--- src/uiq_regs.svh ---
`ifndef UIQ_REGS_SVH
`define UIQ_REGS_SVH
// Contract
// - The divisor high byte survives a software reset and returns to default only on power-on reset.
// - The divisor bytes are reachable only with line format bit 7 set and the line format value not 0xBF.
// - The identification register reports the top pending source: line error 000110, timeout 001100, receive data 000100, transmit holding 000010, modem 000000.
// - An input pin change of state is reported at priority 5 as 110000.
// - A stop character or special character is reported at priority 6 as 010000.
// - A handshake going inactive is reported at the lowest priority, 7, as 100000.
// - Receive trigger bits 7:6 select 8, 16, 56 or 60 characters.
// - Writing one to control bit 2 empties the transmit queue and resets its level tracking.
// - A transmit flush leaves the transmit shift register alone.
// - The flush bit clears itself once the flush is done.
// - Writing zero to the flush bit does nothing to the transmit queue.
// - The transmit trigger field changes only while the enhanced enable bit is set.
// - With queues disabled each side holds one character, other control bits are locked, trigger is one.

// Register byte offsets
`define UIQ_DIV_HIGH_OFF 12'h004
`define UIQ_SRC_ID_OFF 12'h008
`define UIQ_QCTRL_OFF 12'h00C
`define UIQ_LINE_FMT_OFF 12'h010
`define UIQ_EXT_FEAT_OFF 12'h014
`define UIQ_IRQ_STAT_OFF 12'h018
`define UIQ_IRQ_CLR_OFF 12'h01C
`define UIQ_IRQ_EN_OFF 12'h020
`define UIQ_SW_RESET_OFF 12'h024
`define UIQ_THRESH_OFF 12'h028

// Field positions
`define UIQ_LF_DIV_BIT 7
`define UIQ_EF_ENH_BIT 4
`define UIQ_QC_EN_BIT 0
`define UIQ_QC_TXFL_BIT 2

// Reset values and keys
`define UIQ_DIV_HIGH_RST 8'h00
`define UIQ_SRC_ID_RST 8'h01
`define UIQ_LINE_FMT_RST 8'h1D
`define UIQ_BANK_KEY 8'hBF

// Identification codes, bits 5:0
`define UIQ_ID_LINE_ERR 6'h06
`define UIQ_ID_RX_TMO 6'h0C
`define UIQ_ID_RX_DATA 6'h04
`define UIQ_ID_TX_HOLD 6'h02
`define UIQ_ID_MODEM 6'h00
`define UIQ_ID_PIN_CHG 6'h30
`define UIQ_ID_XOFF 6'h10
`define UIQ_ID_HS_DROP 6'h20
`define UIQ_ID_NONE 6'h01

// Trigger levels
`define UIQ_RX_TRIG0 7'h08
`define UIQ_RX_TRIG1 7'h10
`define UIQ_RX_TRIG2 7'h38
`define UIQ_RX_TRIG3 7'h3C
`define UIQ_TX_TRIG0 7'h08
`define UIQ_TX_TRIG1 7'h10
`define UIQ_TX_TRIG2 7'h20
`define UIQ_TX_TRIG3 7'h38
`define UIQ_TRIG_ONE 7'h01

// Flush countdown start; tx_flush_q stays high this many cycles plus two
`define UIQ_FLUSH_CYC 2'h2
`endif

--- src/uiq_pkg.sv ---
package uiq_pkg;
	typedef enum logic [1:0] {
		UIQ_FL_IDLE,
		UIQ_FL_BUSY,
		UIQ_FL_DONE
	} uiq_flush_e;
endpackage

--- src/uiq_prio_enc.sv ---
`timescale 1ns/100ps
`include "uiq_regs.svh"
module uiq_prio_enc (
	input wire logic clk,
	input wire logic reset_n,
	input wire logic [7:0] pend,
	output logic [5:0] id_q
);
	logic [5:0] id_d;

	always_comb begin
		if (pend[0])
			id_d = `UIQ_ID_LINE_ERR;
		else if (pend[1])
			id_d = `UIQ_ID_RX_TMO;
		else if (pend[2])
			id_d = `UIQ_ID_RX_DATA;
		else if (pend[3])
			id_d = `UIQ_ID_TX_HOLD;
		else if (pend[4])
			id_d = `UIQ_ID_MODEM;
		else if (pend[5])
			id_d = `UIQ_ID_PIN_CHG;
		else if (pend[6])
			id_d = `UIQ_ID_XOFF;
		else if (pend[7])
			id_d = `UIQ_ID_HS_DROP;
		else
			id_d = `UIQ_ID_NONE;
	end

	always_ff @(posedge clk or negedge reset_n) begin
		if (!reset_n)
			id_q <= `UIQ_ID_NONE;
		else
			id_q <= id_d;
	end
endmodule // uiq_prio_enc

--- src/uiq_trig_map.sv ---
`timescale 1ns/100ps
`include "uiq_regs.svh"
module uiq_trig_map (
	input wire logic [1:0] rx_sel,
	input wire logic [1:0] tx_sel,
	input wire logic fifo_en,
	output logic [6:0] rx_level,
	output logic [6:0] tx_level
);
	always_comb begin
		case (rx_sel)
			2'h0: rx_level = `UIQ_RX_TRIG0;
			2'h1: rx_level = `UIQ_RX_TRIG1;
			2'h2: rx_level = `UIQ_RX_TRIG2;
			default: rx_level = `UIQ_RX_TRIG3;
		endcase
		case (tx_sel)
			2'h0: tx_level = `UIQ_TX_TRIG0;
			2'h1: tx_level = `UIQ_TX_TRIG1;
			2'h2: tx_level = `UIQ_TX_TRIG2;
			default: tx_level = `UIQ_TX_TRIG3;
		endcase
		if (!fifo_en) begin
			rx_level = `UIQ_TRIG_ONE;
			tx_level = `UIQ_TRIG_ONE;
		end
	end
endmodule // uiq_trig_map

--- src/uiq_ctrl.sv ---
`timescale 1ns/100ps
`include "uiq_regs.svh"
module uiq_ctrl
	import uiq_pkg::*;
(
	input wire logic clk,
	input wire logic reset_n,
	input wire logic psel,
	input wire logic penable,
	input wire logic pwrite,
	input wire logic [11:0] paddr,
	input wire logic [31:0] pwdata,
	output logic [31:0] prdata,
	output logic pready,
	output logic pslverr,
	input wire logic [7:0] src_pend,
	input wire logic tx_flush_ack,
	output logic tx_flush_q,
	output logic fifo_en_q,
	output logic [7:0] divisor_high_q,
	output logic [6:0] rx_level_q,
	output logic [6:0] tx_level_q,
	output logic irq_q
);
	// --------------------------------------------------------------
	// Bus decode
	// --------------------------------------------------------------
	logic wr_en, rd_en, div_ok;
	logic [7:0] line_fmt_q, line_fmt_d, ext_feat_q, ext_feat_d;
	logic [7:0] div_d;
	logic [1:0] rx_trig_q, rx_trig_d, tx_trig_q, tx_trig_d;
	logic fifo_en_d;
	logic [7:0] stat_q, stat_d, en_q, en_d;
	logic [7:0] pend_prev_q;
	logic [5:0] id_q;
	logic [6:0] rx_level, tx_level;
	logic sw_rst;
	uiq_flush_e fl_q, fl_d;
	logic [1:0] fl_cnt_q, fl_cnt_d;
	logic flush_d, irq_d, ack_s1_q, ack_s2_q;
	logic pready_d, pslverr_d;
	logic [31:0] rdata_d;
	logic err_d;

	assign wr_en = psel && penable && pwrite && pready;
	assign rd_en = psel && !penable && !pwrite;
	assign div_ok = line_fmt_q[`UIQ_LF_DIV_BIT] &&
		(line_fmt_q != `UIQ_BANK_KEY);
	assign sw_rst = wr_en && (paddr == `UIQ_SW_RESET_OFF) && pwdata[0];

	// --------------------------------------------------------------
	// Configuration registers
	// --------------------------------------------------------------
	always_comb begin
		line_fmt_d = line_fmt_q;
		ext_feat_d = ext_feat_q;
		div_d = divisor_high_q;
		fifo_en_d = fifo_en_q;
		rx_trig_d = rx_trig_q;
		tx_trig_d = tx_trig_q;
		en_d = en_q;
		if (wr_en) begin
			case (paddr)
				`UIQ_LINE_FMT_OFF: line_fmt_d = pwdata[7:0];
				`UIQ_EXT_FEAT_OFF: ext_feat_d = pwdata[7:0];
				`UIQ_IRQ_EN_OFF: en_d = pwdata[7:0];
				`UIQ_DIV_HIGH_OFF: begin
					if (div_ok)
						div_d = pwdata[7:0];
				end
				`UIQ_QCTRL_OFF: begin
					fifo_en_d = pwdata[`UIQ_QC_EN_BIT];
					if (pwdata[`UIQ_QC_EN_BIT]) begin
						rx_trig_d = pwdata[7:6];
						if (ext_feat_q[`UIQ_EF_ENH_BIT])
							tx_trig_d = pwdata[5:4];
					end
				end
				default: ;
			endcase
		end
		if (sw_rst) begin
			// Divisor deliberately kept across a software reset
			line_fmt_d = `UIQ_LINE_FMT_RST;
			ext_feat_d = 8'h00;
			fifo_en_d = 1'b0;
			rx_trig_d = 2'h0;
			tx_trig_d = 2'h0;
			en_d = 8'h00;
		end
	end

	always_ff @(posedge clk or negedge reset_n) begin
		if (!reset_n) begin
			line_fmt_q <= `UIQ_LINE_FMT_RST;
			ext_feat_q <= 8'h00;
			divisor_high_q <= `UIQ_DIV_HIGH_RST;
			fifo_en_q <= 1'b0;
			rx_trig_q <= 2'h0;
			tx_trig_q <= 2'h0;
			en_q <= 8'h00;
		end else begin
			line_fmt_q <= line_fmt_d;
			ext_feat_q <= ext_feat_d;
			divisor_high_q <= div_d;
			fifo_en_q <= fifo_en_d;
			rx_trig_q <= rx_trig_d;
			tx_trig_q <= tx_trig_d;
			en_q <= en_d;
		end
	end

	// --------------------------------------------------------------
	// Transmit flush sequencing
	// --------------------------------------------------------------
	// Flush pulses the queue only; shift register has no reset path here
	always_comb begin
		fl_d = fl_q;
		fl_cnt_d = fl_cnt_q;
		flush_d = 1'b0;
		case (fl_q)
			UIQ_FL_IDLE: begin
				if (wr_en && (paddr == `UIQ_QCTRL_OFF) && fifo_en_q &&
					pwdata[`UIQ_QC_TXFL_BIT]) begin
					fl_d = UIQ_FL_BUSY;
					fl_cnt_d = `UIQ_FLUSH_CYC;
					flush_d = 1'b1;
				end
			end
			UIQ_FL_BUSY: begin
				flush_d = 1'b1;
				if (fl_cnt_q != 2'h0)
					fl_cnt_d = fl_cnt_q - 2'h1;
				if (fl_cnt_q == 2'h0 || ack_s2_q)
					fl_d = UIQ_FL_DONE;
			end
			UIQ_FL_DONE: begin
				fl_d = UIQ_FL_IDLE;
			end
			default: fl_d = UIQ_FL_IDLE;
		endcase
	end

	always_ff @(posedge clk or negedge reset_n) begin
		if (!reset_n) begin
			fl_q <= UIQ_FL_IDLE;
			fl_cnt_q <= 2'h0;
			tx_flush_q <= 1'b0;
			ack_s1_q <= 1'b0;
			ack_s2_q <= 1'b0;
		end else begin
			fl_q <= fl_d;
			fl_cnt_q <= fl_cnt_d;
			tx_flush_q <= flush_d;
			ack_s1_q <= tx_flush_ack;
			ack_s2_q <= ack_s1_q;
		end
	end

	// --------------------------------------------------------------
	// Interrupt identification and status
	// --------------------------------------------------------------
	uiq_prio_enc u_prio (
		.clk(clk),
		.reset_n(reset_n),
		.pend(src_pend),
		.id_q(id_q)
	);

	uiq_trig_map u_trig (
		.rx_sel(rx_trig_q),
		.tx_sel(tx_trig_q),
		.fifo_en(fifo_en_q),
		.rx_level(rx_level),
		.tx_level(tx_level)
	);

	always_comb begin
		stat_d = stat_q;
		if (wr_en && (paddr == `UIQ_IRQ_CLR_OFF))
			stat_d = stat_q & ~pwdata[7:0];
		// New source edges win over a same-cycle clear
		stat_d = stat_d | (src_pend & ~pend_prev_q);
		irq_d = |(stat_d & en_d);
	end

	always_ff @(posedge clk or negedge reset_n) begin
		if (!reset_n) begin
			stat_q <= 8'h00;
			pend_prev_q <= 8'h00;
			irq_q <= 1'b0;
			rx_level_q <= `UIQ_TRIG_ONE;
			tx_level_q <= `UIQ_TRIG_ONE;
		end else begin
			stat_q <= stat_d;
			pend_prev_q <= src_pend;
			irq_q <= irq_d;
			rx_level_q <= rx_level;
			tx_level_q <= tx_level;
		end
	end

	// --------------------------------------------------------------
	// Read path
	// --------------------------------------------------------------
	always_comb begin
		rdata_d = prdata;
		err_d = 1'b0;
		if (rd_en) begin
			rdata_d = 32'h0000_0000;
			case (paddr)
				`UIQ_DIV_HIGH_OFF: begin
					if (div_ok)
						rdata_d[7:0] = divisor_high_q;
					else
						err_d = 1'b1;
				end
				`UIQ_SRC_ID_OFF: begin
					if (line_fmt_q[`UIQ_LF_DIV_BIT])
						err_d = 1'b1;
					else
						rdata_d[7:0] = {fifo_en_q, fifo_en_q,
							id_q};
				end
				`UIQ_QCTRL_OFF: rdata_d[7:0] = {rx_trig_q, tx_trig_q,
					1'b0, tx_flush_q, 1'b0, fifo_en_q};
				`UIQ_LINE_FMT_OFF: rdata_d[7:0] = line_fmt_q;
				`UIQ_EXT_FEAT_OFF: rdata_d[7:0] = ext_feat_q;
				`UIQ_IRQ_STAT_OFF: rdata_d[7:0] = stat_q;
				`UIQ_IRQ_CLR_OFF: ;
				`UIQ_IRQ_EN_OFF: rdata_d[7:0] = en_q;
				`UIQ_SW_RESET_OFF: ;
				`UIQ_THRESH_OFF: rdata_d[14:0] = {tx_level_q, 1'b0,
					rx_level_q};
				default: err_d = 1'b1;
			endcase
		end else if (psel && !penable && pwrite) begin
			case (paddr)
				`UIQ_DIV_HIGH_OFF: err_d = !div_ok;
				`UIQ_QCTRL_OFF, `UIQ_LINE_FMT_OFF, `UIQ_EXT_FEAT_OFF,
				`UIQ_IRQ_CLR_OFF, `UIQ_IRQ_EN_OFF,
				`UIQ_SW_RESET_OFF: err_d = 1'b0;
				default: err_d = 1'b1;
			endcase
		end
		// Access phase always one cycle: no wait states
		pready_d = psel && !penable;
		pslverr_d = pready_d && err_d;
	end

	always_ff @(posedge clk or negedge reset_n) begin
		if (!reset_n) begin
			prdata <= 32'h0000_0000;
			pslverr <= 1'b0;
			pready <= 1'b0;
		end else begin
			prdata <= rdata_d;
			pslverr <= pslverr_d;
			pready <= pready_d;
		end
	end

	// --------------------------------------------------------------
	// Elaboration checks
	// --------------------------------------------------------------
	// Zero length would end the flush after one busy cycle without waiting for the ack
	if (`UIQ_FLUSH_CYC == 2'h0) begin : g_bad_flush_len
		$error("uiq_ctrl: flush length must be nonzero");
	end
	// One aligned word per register on the byte-addressed bus
	if (((`UIQ_DIV_HIGH_OFF | `UIQ_SRC_ID_OFF | `UIQ_QCTRL_OFF |
		`UIQ_LINE_FMT_OFF | `UIQ_EXT_FEAT_OFF | `UIQ_IRQ_STAT_OFF |
		`UIQ_IRQ_CLR_OFF | `UIQ_IRQ_EN_OFF | `UIQ_SW_RESET_OFF |
		`UIQ_THRESH_OFF) & 12'h003) != 12'h000) begin : g_bad_align
		$error("uiq_ctrl: register offsets must be word aligned");
	end
	// A key without the select bit could never lock the divisor
	if ((`UIQ_BANK_KEY & 8'h80) == 8'h00) begin : g_bad_key
		$error("uiq_ctrl: bank key must carry the divisor select bit");
	end
endmodule // uiq_ctrl

--- config.mk ---
export PLATFORM = sky130hd
export DESIGN_NAME = uiq_ctrl
export DESIGN_NICKNAME = d
export VERILOG_FILES = /design/src/uiq_pkg.sv /design/src/uiq_prio_enc.sv /design/src/uiq_trig_map.sv /design/src/uiq_ctrl.sv
export VERILOG_INCLUDE_DIRS = /design/src
export SDC_FILE = /design/constraint.sdc
export NUM_CORES = 1
export LEC_CHECK = 0
export BUFFER_PORTS_ARGS = -buffer_cell sky130_fd_sc_hd__buf_2
export CORE_UTILIZATION = 40
export CTS_CLUSTER_SIZE = 28
export DETAILED_ROUTE_END_ITERATION = 16
export MAX_ROUTING_LAYER = met4
export PLACE_DENSITY = 0.69
export SYNTH_ARGS = -nofsm -noshare
export SYNTH_HDL_FRONTEND = slang
export SYNTH_SLANG_ARGS = --single-unit
--- constraint.sdc ---
create_clock -name clk -period 2.1 [get_ports clk]
set_clock_uncertainty 0.15 [all_clocks]
set_input_delay 0.42 -clock clk [delete_from_list [all_inputs] [get_ports clk]]
set_output_delay 0.42 -clock clk [all_outputs]
set_load 0.02 [all_outputs]
After elaboration in Yosys (flattened, before gate mapping). Cells that the tools add are included.

Register bits after elaboration: 98. Bits in latches: 0. RAM bits: 0. Bits in read-only memories: 0. Bits of input ports: 58. Memories: 0.

Add/subtract/negate cells: 1. Multipliers: 0. Div/mod/pow operators: 0. $lt $le $gt $ge: 0. Equality and inequality tests: 19. Shifts and indexed selects: 0. Mux-type cells: 52. Bitwise gates (word level): 6. Reduce and logical (&&, ||, !) cells: 41.

Operator list (number): $mux W8 (12); $pmux W8 S8 (1); $mux W6 (10); $eq A12 B5 Y1 const B (4); $eq A12 B6 Y1 const B (3); $pmux W6 S3 (2); $mux W2 (13); $and A8 B8 Y8 (3); $eq A12 B4 Y1 const B (2); $not A8 Y8 (2); $reduce_bool A2 Y1 (8); $reduce_or A8 Y1 (2); $logic_and A1 B1 Y1 (14); $eq A12 B3 Y1 const B (1); $reduce_and A3 Y1 (3); $logic_not A2 Y1 (4); $mux W1 (8); $ne A8 B8 Y1 const B (1); $or A8 B8 Y8 (1); $pmux W2 S2 (2); $reduce_and A2 Y1 (4); $mux W7 (1); $eq A2 B1 Y1 const B (3); $ne A2 B2 Y1 const B (3); other kinds (8) (12).

Longest topological paths before layout. Gate-level depths: netlist of the first run.

Depth after elaboration: 8. Gate-level depth with buffers: 8. Mapped depth without buffers: 6.

Hierarchy. From an unflattened synthesis of the first run, not the netlist that was laid out.

Cells, all modules: 451. Area total of the unflattened synthesis: 4638.2 um2.

By module, submodules not included: uiq_ctrl (times used 1, cells each 410, area each 4240.3 um2); uiq_prio_enc (times used 1, cells each 17, area each 240.2 um2); uiq_trig_map (times used 1, cells each 24, area each 157.7 um2).

Worst setup path before layout of the first run. No wires, ideal clock.

Path kind: input-to-reg. Start point: input paddr[3]. End point: register divisor_high_q[1]. Arrival: 1.931 ns. Path slack: -0.106 ns. Cell stages on the path: 5. Path buffers: 1. Cells stage by stage: buf_2 and2b_1 nand2_1 nor4_4 mux2_2.

Longest elaborated chain between the ends: 2.

RTL lines: from (decl) (line uiq_ctrl.sv:11) `input wire logic [11:0] paddr,`; $eq A12 B3 Y1 (line uiq_ctrl.sv:63) `case (paddr)`; $reduce_and A3 Y1 (no line); to (signal assigned) (line uiq_ctrl.sv:97) `` divisor_high_q <= `UIQ_DIV_HIGH_RST; ``; to (signal assigned) (line uiq_ctrl.sv:105) `divisor_high_q <= div_d;`; to (decl) (line uiq_ctrl.sv:20) `output logic [7:0] divisor_high_q,`.

Every way passes these cells. A chain may end at the register's enable or synchronous reset.

Final worst setup path of the first run.
Start point: input paddr[8]. End point: register irq_q.

Longest elaborated chain between the ends: 6. Elaborated cells on any way between the ends: 13. Those cells by class: 3 x eq/ne; 4 x mux; 2 x bitwise; 4 x reduce/logical.

RTL lines: $eq A12 B6 Y1, or another cell as far along (line uiq_ctrl.sv:63); $mux W8, or another cell as far along (line uiq_ctrl.sv:63); $mux W8, or another cell as far along (line uiq_ctrl.sv:62) `if (wr_en) begin`; $mux W8 or $or A8 B8 Y8 (tied branches) (line uiq_ctrl.sv:82, uiq_ctrl.sv:183); $and A8 B8 Y8 (*) (line uiq_ctrl.sv:184) `irq_d = |(stat_d & en_d);`; $reduce_or A8 Y1 (*) (line uiq_ctrl.sv:184); named net irq_d (line uiq_ctrl.sv:40) `logic flush_d, irq_d, ack_s1_q, ack_s2_q;`; to (signal assigned) (line uiq_ctrl.sv:197) `irq_q <= irq_d;`; to (decl) (line uiq_ctrl.sv:23) `output logic irq_q`.

Mark *: on every way through the listed nets, which the timed path passes. The rest lies on a longest branch.

==> run metrics, run 1 <==
IO Pins=117; hold crit path type=input pin to register; area added between synthesis and finish=29.1%; critical path data required time=2.21 ns; post-synthesis average cell area=10.2 um2; Reg-to-Reg Start=pready$_DFF_PN0_; initial cell density of the core=0.413; remaining global-route overflow=0; via count of the first global-routing pass=3,866; number of nets in the finished design=643; cell chosen for the clock root=clkbuf_8; maximum number of pins on one net before global-route repair=40; Hold Crit Start=src_pend[4]; HPWL after detailed placement=10.5 mm; clock-pin slew of the registers on the worst-case setup and hold paths=0.09 ns; number of max-cap violations=0; number of enable-type register cells in the synthesized netlist=0; worst slack at placement=-0.454 ns; maximum fanout along the worst path=8; Setup CP Type=input pin to register; drt pass-1 iters=5; Yosys top cell by area=dfrtp_1; outcome=finished clean; area of combinational cells with multiple inputs=2050 um2; flop and latch count out of synthesis=89; first-iteration detailed-routing DRC count=294; post-layout worst setup margin=0.0168 ns; gpl congestion=0.941; number of buffers inserted by port buffering=67; unrepaired setup endpoints after global routing=true; summed negative setup slack over all endpoints=0 ns; sequential cell area=2230 um2; clock insertion delay at the later pin of the skew report=0.37 ns; distinct cell type count of the synthesized netlist=57; cell types occupying the most area after synthesis=dfrtp_1, buf_4, nor2_1, dfstp_2, nand2_1; n_diodes=0; maximum buffer depth of the clock tree=2; sort of element at the start of the critical path=input pin; number of vias per cell=5.48; Num CTS Buffers=9; reg-to-reg setup timing slack=0.05 ns; cell row count=38; ratio of total power to cell area=583 nW/um2; Period Utilization, post-route=0.992; Worst Reg2Reg Path Length in Cells=8; final non-filler cell total=726; Yosys Warn Count=0; most instantiated cells after synthesis=dfrtp_1, nor2_1, nand2_1; worst reg2reg endpoint=irq_q$_DFF_PN0_; standard cell core area=10,900 um2; clk sink count=89; first-pass GRT wire length=21.4 mm; asr flop ratio synth=1.00; Antenna Nets Post-Route=0; initial antenna violation count=0; Die X-Extent=108 um; number of cells produced by synthesis=440; fmax=480 MHz; Setup crit end kind=register; H-tree levels=3; worst hold endpoint=pend_prev_q[4]$_DFF_PN0_; Worst Hold Depth=1; final count of hold timing violations=0; Inst Count DP=702; vias after detailed routing=3,976; fraction of layout instances using a drive strength above 1=0.353; data arrival time of the critical path=2.19 ns; total track usage=0.260; final routed wire length divided by cell count=19.1 um; Final Max Slew Viols=0; leakage power of the design=2.86 nW; DR DRC count=0; most instantiated flip-flop cell in the synthesis netlist=dfrtp_1; TritonCTS clock tree=yes; crit path time final=2.08 ns; share of Yosys cell area claimed by the top area cell type=0.462; Worst VDD drop=0.000338 V; vertical die dimension=108 um; dominant cell by count in the synthesized netlist=dfrtp_1; Fillers=1,024; netlist area before placement=4490 um2; final setup violation count=0; post-detailed-routing wire length=13.9 mm; total die area=11,700 um2; sequential element share of the synthesized area=0.497
-- what timing repair did --
item	in CTS	in global routing
gates resized for setup	3	18
hold endpoints to repair	28	0
buffers inserted	1	6
hold buffers	2	0
endpoints found under the setup margin	4	9
pin swaps	1	13
-- routing by layer --
| metal | vias to the layer above | wire length, um | GRT usage |
|---|---|---|---|
| li1 | 1801 | - | - |
| met1 | 1955 | 6180 | 0.342 |
| met2 | 196 | 6610 | 0.409 |
| met3 | 24 | 806 | 0.0374 |
| met4 | 0 | 272 | 0.0910 |
| met5 | - | 0 | - |
-- area by class of cell --
cell class / count / share of cell area
multi-input combinational: 304 / 0.353
inverter: 26 / 0.0168
timing repair buffer: 151 / 0.176
tap: 140 / 0.0302
sequential: 89 / 0.385
clock buffer: 11 / 0.0261
clock inverter: 5 / 0.0121
-- registers in the layout (all words and copies together) (netlist names), 4 cells and up --
name and flops:
ext_feat_q 8, u_prio.id_q 6, rx_level_q 4, stat_q 8
divisor_high_q 8, en_q 8, prdata 12, tx_level_q 4
pend_prev_q 8, line_fmt_q 8
-- through the flow --
step	utilization	power, mW	instance area [um2]	hold slack, ns
floorplan	-	1.95	4600	-0.0256
global placement	0.499	2.09	5430	0.184
detailed placement	0.499	2.10	5430	0.188
CTS	0.522	3.41	5690	0.0140
global route	0.533	3.51	5800	0.0314
finish	0.533	3.38	5800	0.0249
-- power by group --
group | leakage, nW | total [mW] | switching, mW | internal, mW
Combinational | 1.61 | 0.342 | 0.226 | 0.116
Clock | 0.114 | 1.30 | 0.660 | 0.638
Sequential | 1.13 | 1.74 | 0.00728 | 1.73
Total | 2.86 | 3.38 | 0.893 | 2.49
-- kinds of logic (layout without fill, tap and decap cells) --
group                    Yosys count  in the layout  synth area share
AND/OR/NAND/NOR                  159            159             0.201
AO/OA/AOI/OAI                     93             93             0.150
flip-flops                        89             89             0.497
buffers and inverters             71            193            0.0863
multiplexers                      22             22            0.0512
adder cells (fa/ha/maj)            4              4            0.0111
other                              1             25          0.000835
XOR/XNOR                           1              1           0.00195
-- placed cells by master (no fill, tap or decap), types with 3 or more instances in the layout --
cell,n
and3_1,4
a21o_1,3
ha_1,4
dfrtp_1,83
and2_1,4
nand3_1,7
nor3_1,8
buf_2,66
nor2_1,48
buf_6,3
o21ai_0,14
a221oi_2,4
nor4_4,5
conb_1,25
mux2i_1,12
dfstp_2,6
buf_4,77
a21oi_1,18
nor2b_1,11
a221oi_1,13
clkbuf_8,11
a32o_1,9
a22oi_1,6
o2bb2ai_1,3
nand2b_1,4
o22ai_1,3
or3_1,5
mux2_2,7
inv_1,26
a22o_1,7
nand2_1,38
buf_12,3
-- worst max-delay path: stages --
cell	delay [ns]
buf_2	0.11
nor4_4	0.42
buf_4	0.20
nand4_4	0.18
buf_6	0.20
mux2i_4	0.21
o22ai_2	0.11
nor4_2	0.27
nor2_1	0.07
-- worst max-delay path by stage --
stage / from / endpoint / slack (ns)
2_1_floorplan: paddr[7] / divisor_high_q[1]$_DFFE_PN0P_ / -0.09
3_3_place_gp: paddr[7] / irq_q$_DFF_PN0_ / -0.35
3_5_place_dp: paddr[7] / irq_q$_DFF_PN0_ / -0.45
4_1_cts: pready$_DFF_PN0_ / irq_q$_DFF_PN0_ / -0.02
5_1_grt: paddr[8] / irq_q$_DFF_PN0_ / -0.05
6_report: paddr[8] / irq_q$_DFF_PN0_ / 0.02
Power figures use the tool's default switching activity.
==> run 2, diff against run 1 <==
Settings changed: PLACE_DENSITY 0.69 to unset.
==> run metrics, run 2 (same netlist as run 1, synthesis figures left out) <==
outcome=finished clean; flip-flop count of the largest register, all copies and words added=12; number of vias per cell=5.34; H-tree levels=3; initial antenna violation count=0; vias after detailed routing=3,855; clk sink count=89; IO Pins=117; most flop-heavy register=prdata; vertical die dimension=108 um; Worst VDD drop=0.000394 V; met1 global-route usage=0.336; final routed wire length divided by cell count=18.7 um; minimum hold slack=0.0524 ns; first-iteration detailed-routing DRC count=204; sort of element at the start of the critical path=register; number of nets in the finished design=639; clock-pin slew of the registers on the worst-case setup and hold paths=0.09 ns; cell chosen for the clock root=clkbuf_8; critical path data required time=2.20 ns; Setup CP Type=register to register; remaining global-route overflow=0; final non-filler cell total=722; number of buffers inserted by port buffering=67; hold crit path type=input pin to register; Inst Count DP=703; Die X-Extent=108 um; first-pass GRT wire length=21.2 mm; n_diodes=0; Num CTS Buffers=9; cell area after layout=5710 um2; cell row count=38; maximum fanout along the worst path=8; summed negative setup slack over all endpoints=0 ns; crit path time final=2.03 ns; maximum buffer depth of the clock tree=2; met2 global-route usage=0.409; ratio of total power to cell area=558 nW/um2; most common cell after layout, fill and taps aside=dfrtp_1; fraction of layout instances using a drive strength above 1=0.344; total die area=11,700 um2; data arrival time of the critical path=2.13 ns; TritonCTS clock tree=yes; initial cell density of the core=0.413; gpl congestion=0.928; total track usage=0.258; Final Max Slew Viols=0; Setup crit end kind=register; area added between synthesis and finish=27.2%; DR DRC count=0; Placement Cell Area=5450 um2; Antenna Nets Post-Route=0; commonest non-fill, non-tap cells in the layout=dfrtp_1, buf_4, buf_2; maximum number of pins on one net before global-route repair=29; final count of hold timing violations=0; fmax=493 MHz; post-detailed-routing wire length=13.5 mm; global route hottest layer=met2; drt pass-1 iters=5; HPWL after detailed placement=10.6 mm; Period Utilization, post-route=0.966; final total power=3.19 mW; met3 Track Usage GR=0.0295; unrepaired setup endpoints after global routing=true; final setup violation count=0; via count of the first global-routing pass=3,816; clock insertion delay at the later pin of the skew report=0.37 ns; number of max-cap violations=0; leakage power of the design=2.80 nW; standard cell core area=10,900 um2
[run 2: cell count changes in the layout (fill, tap and decap cells not counted), sizes merged]
cell    delta
buf        -4
clkbuf     +1
inv        -3
clkinv     +3
bufinv     -1
[run 2: repair_timing]
action / in CTS / in global routing
buffers inserted: 0 / 1
resized for setup: 3 / 11
endpoints found under the hold margin: 16 / 0
endpoints found under the setup margin: 1 / 10
hold buffers: 2 / 0
[run 2: layer usage]
layer	wire, um	share of wire	vias up
li1	-	-	1788
met1	5990	0.44	1893
met2	6420	0.48	147
met3	681	0.050	27
met4	401	0.030	0
met5	0	0	-
[run 2: area by class of cell]
| type | instances | area [um2] |
|---|---|---|
| sequential | 89 | 2230 |
| fill | 1037 | 5170 |
| multi-input combinational | 304 | 2030 |
| clock inverter | 4 | 27.5 |
| inverter | 26 | 97.6 |
| clock buffer | 12 | 155 |
| tap | 140 | 175 |
| timing repair buffer | 147 | 993 |
[run 2: final timing paths]
path,endpoint,depth (start not counted),startpoint,slack [ns]
max,irq_q$_DFF_PN0_,8,pready$_DFF_PN0_,0.07
min,pend_prev_q[4]$_DFF_PN0_,1,src_pend[4],0.05
max reg2reg,irq_q$_DFF_PN0_,8,pready$_DFF_PN0_,0.07
min reg2reg,ack_s2_q$_DFF_PN0_,0,ack_s1_q$_DFF_PN0_,0.23
max in group asynchronous,en_q[4]$_DFF_PN0_,3,reset_n,0.95
min in group asynchronous,rx_level_q[5]$_DFF_PN0_,2,reset_n,0.31
[run 2: worst max-delay path, stage by stage, from the launching register on]
cell and delay [ns]:
dfrtp_1 0.38, and4_4 0.27, buf_4 0.12, nand4_4 0.21, buf_4 0.23, mux2i_1 0.17, o22ai_1 0.11, nor4_1 0.19
nor2_1 0.07
[run 2: stage by stage]
stage	util	worst slack, ns
after detailed placement	0.500	-0.337
after global placement	0.500	-0.283
after CTS	0.521	0.00332
after global routing	0.525	-0.0391
final	0.525	0.0714
after floorplan	-	-0.0883
[run 2: power by group]
part,internal (mW),leakage (nW),switching (mW)
clock network,0.496,0.0963,0.616
registers,1.73,1.13,0.00771
logic,0.119,1.57,0.219
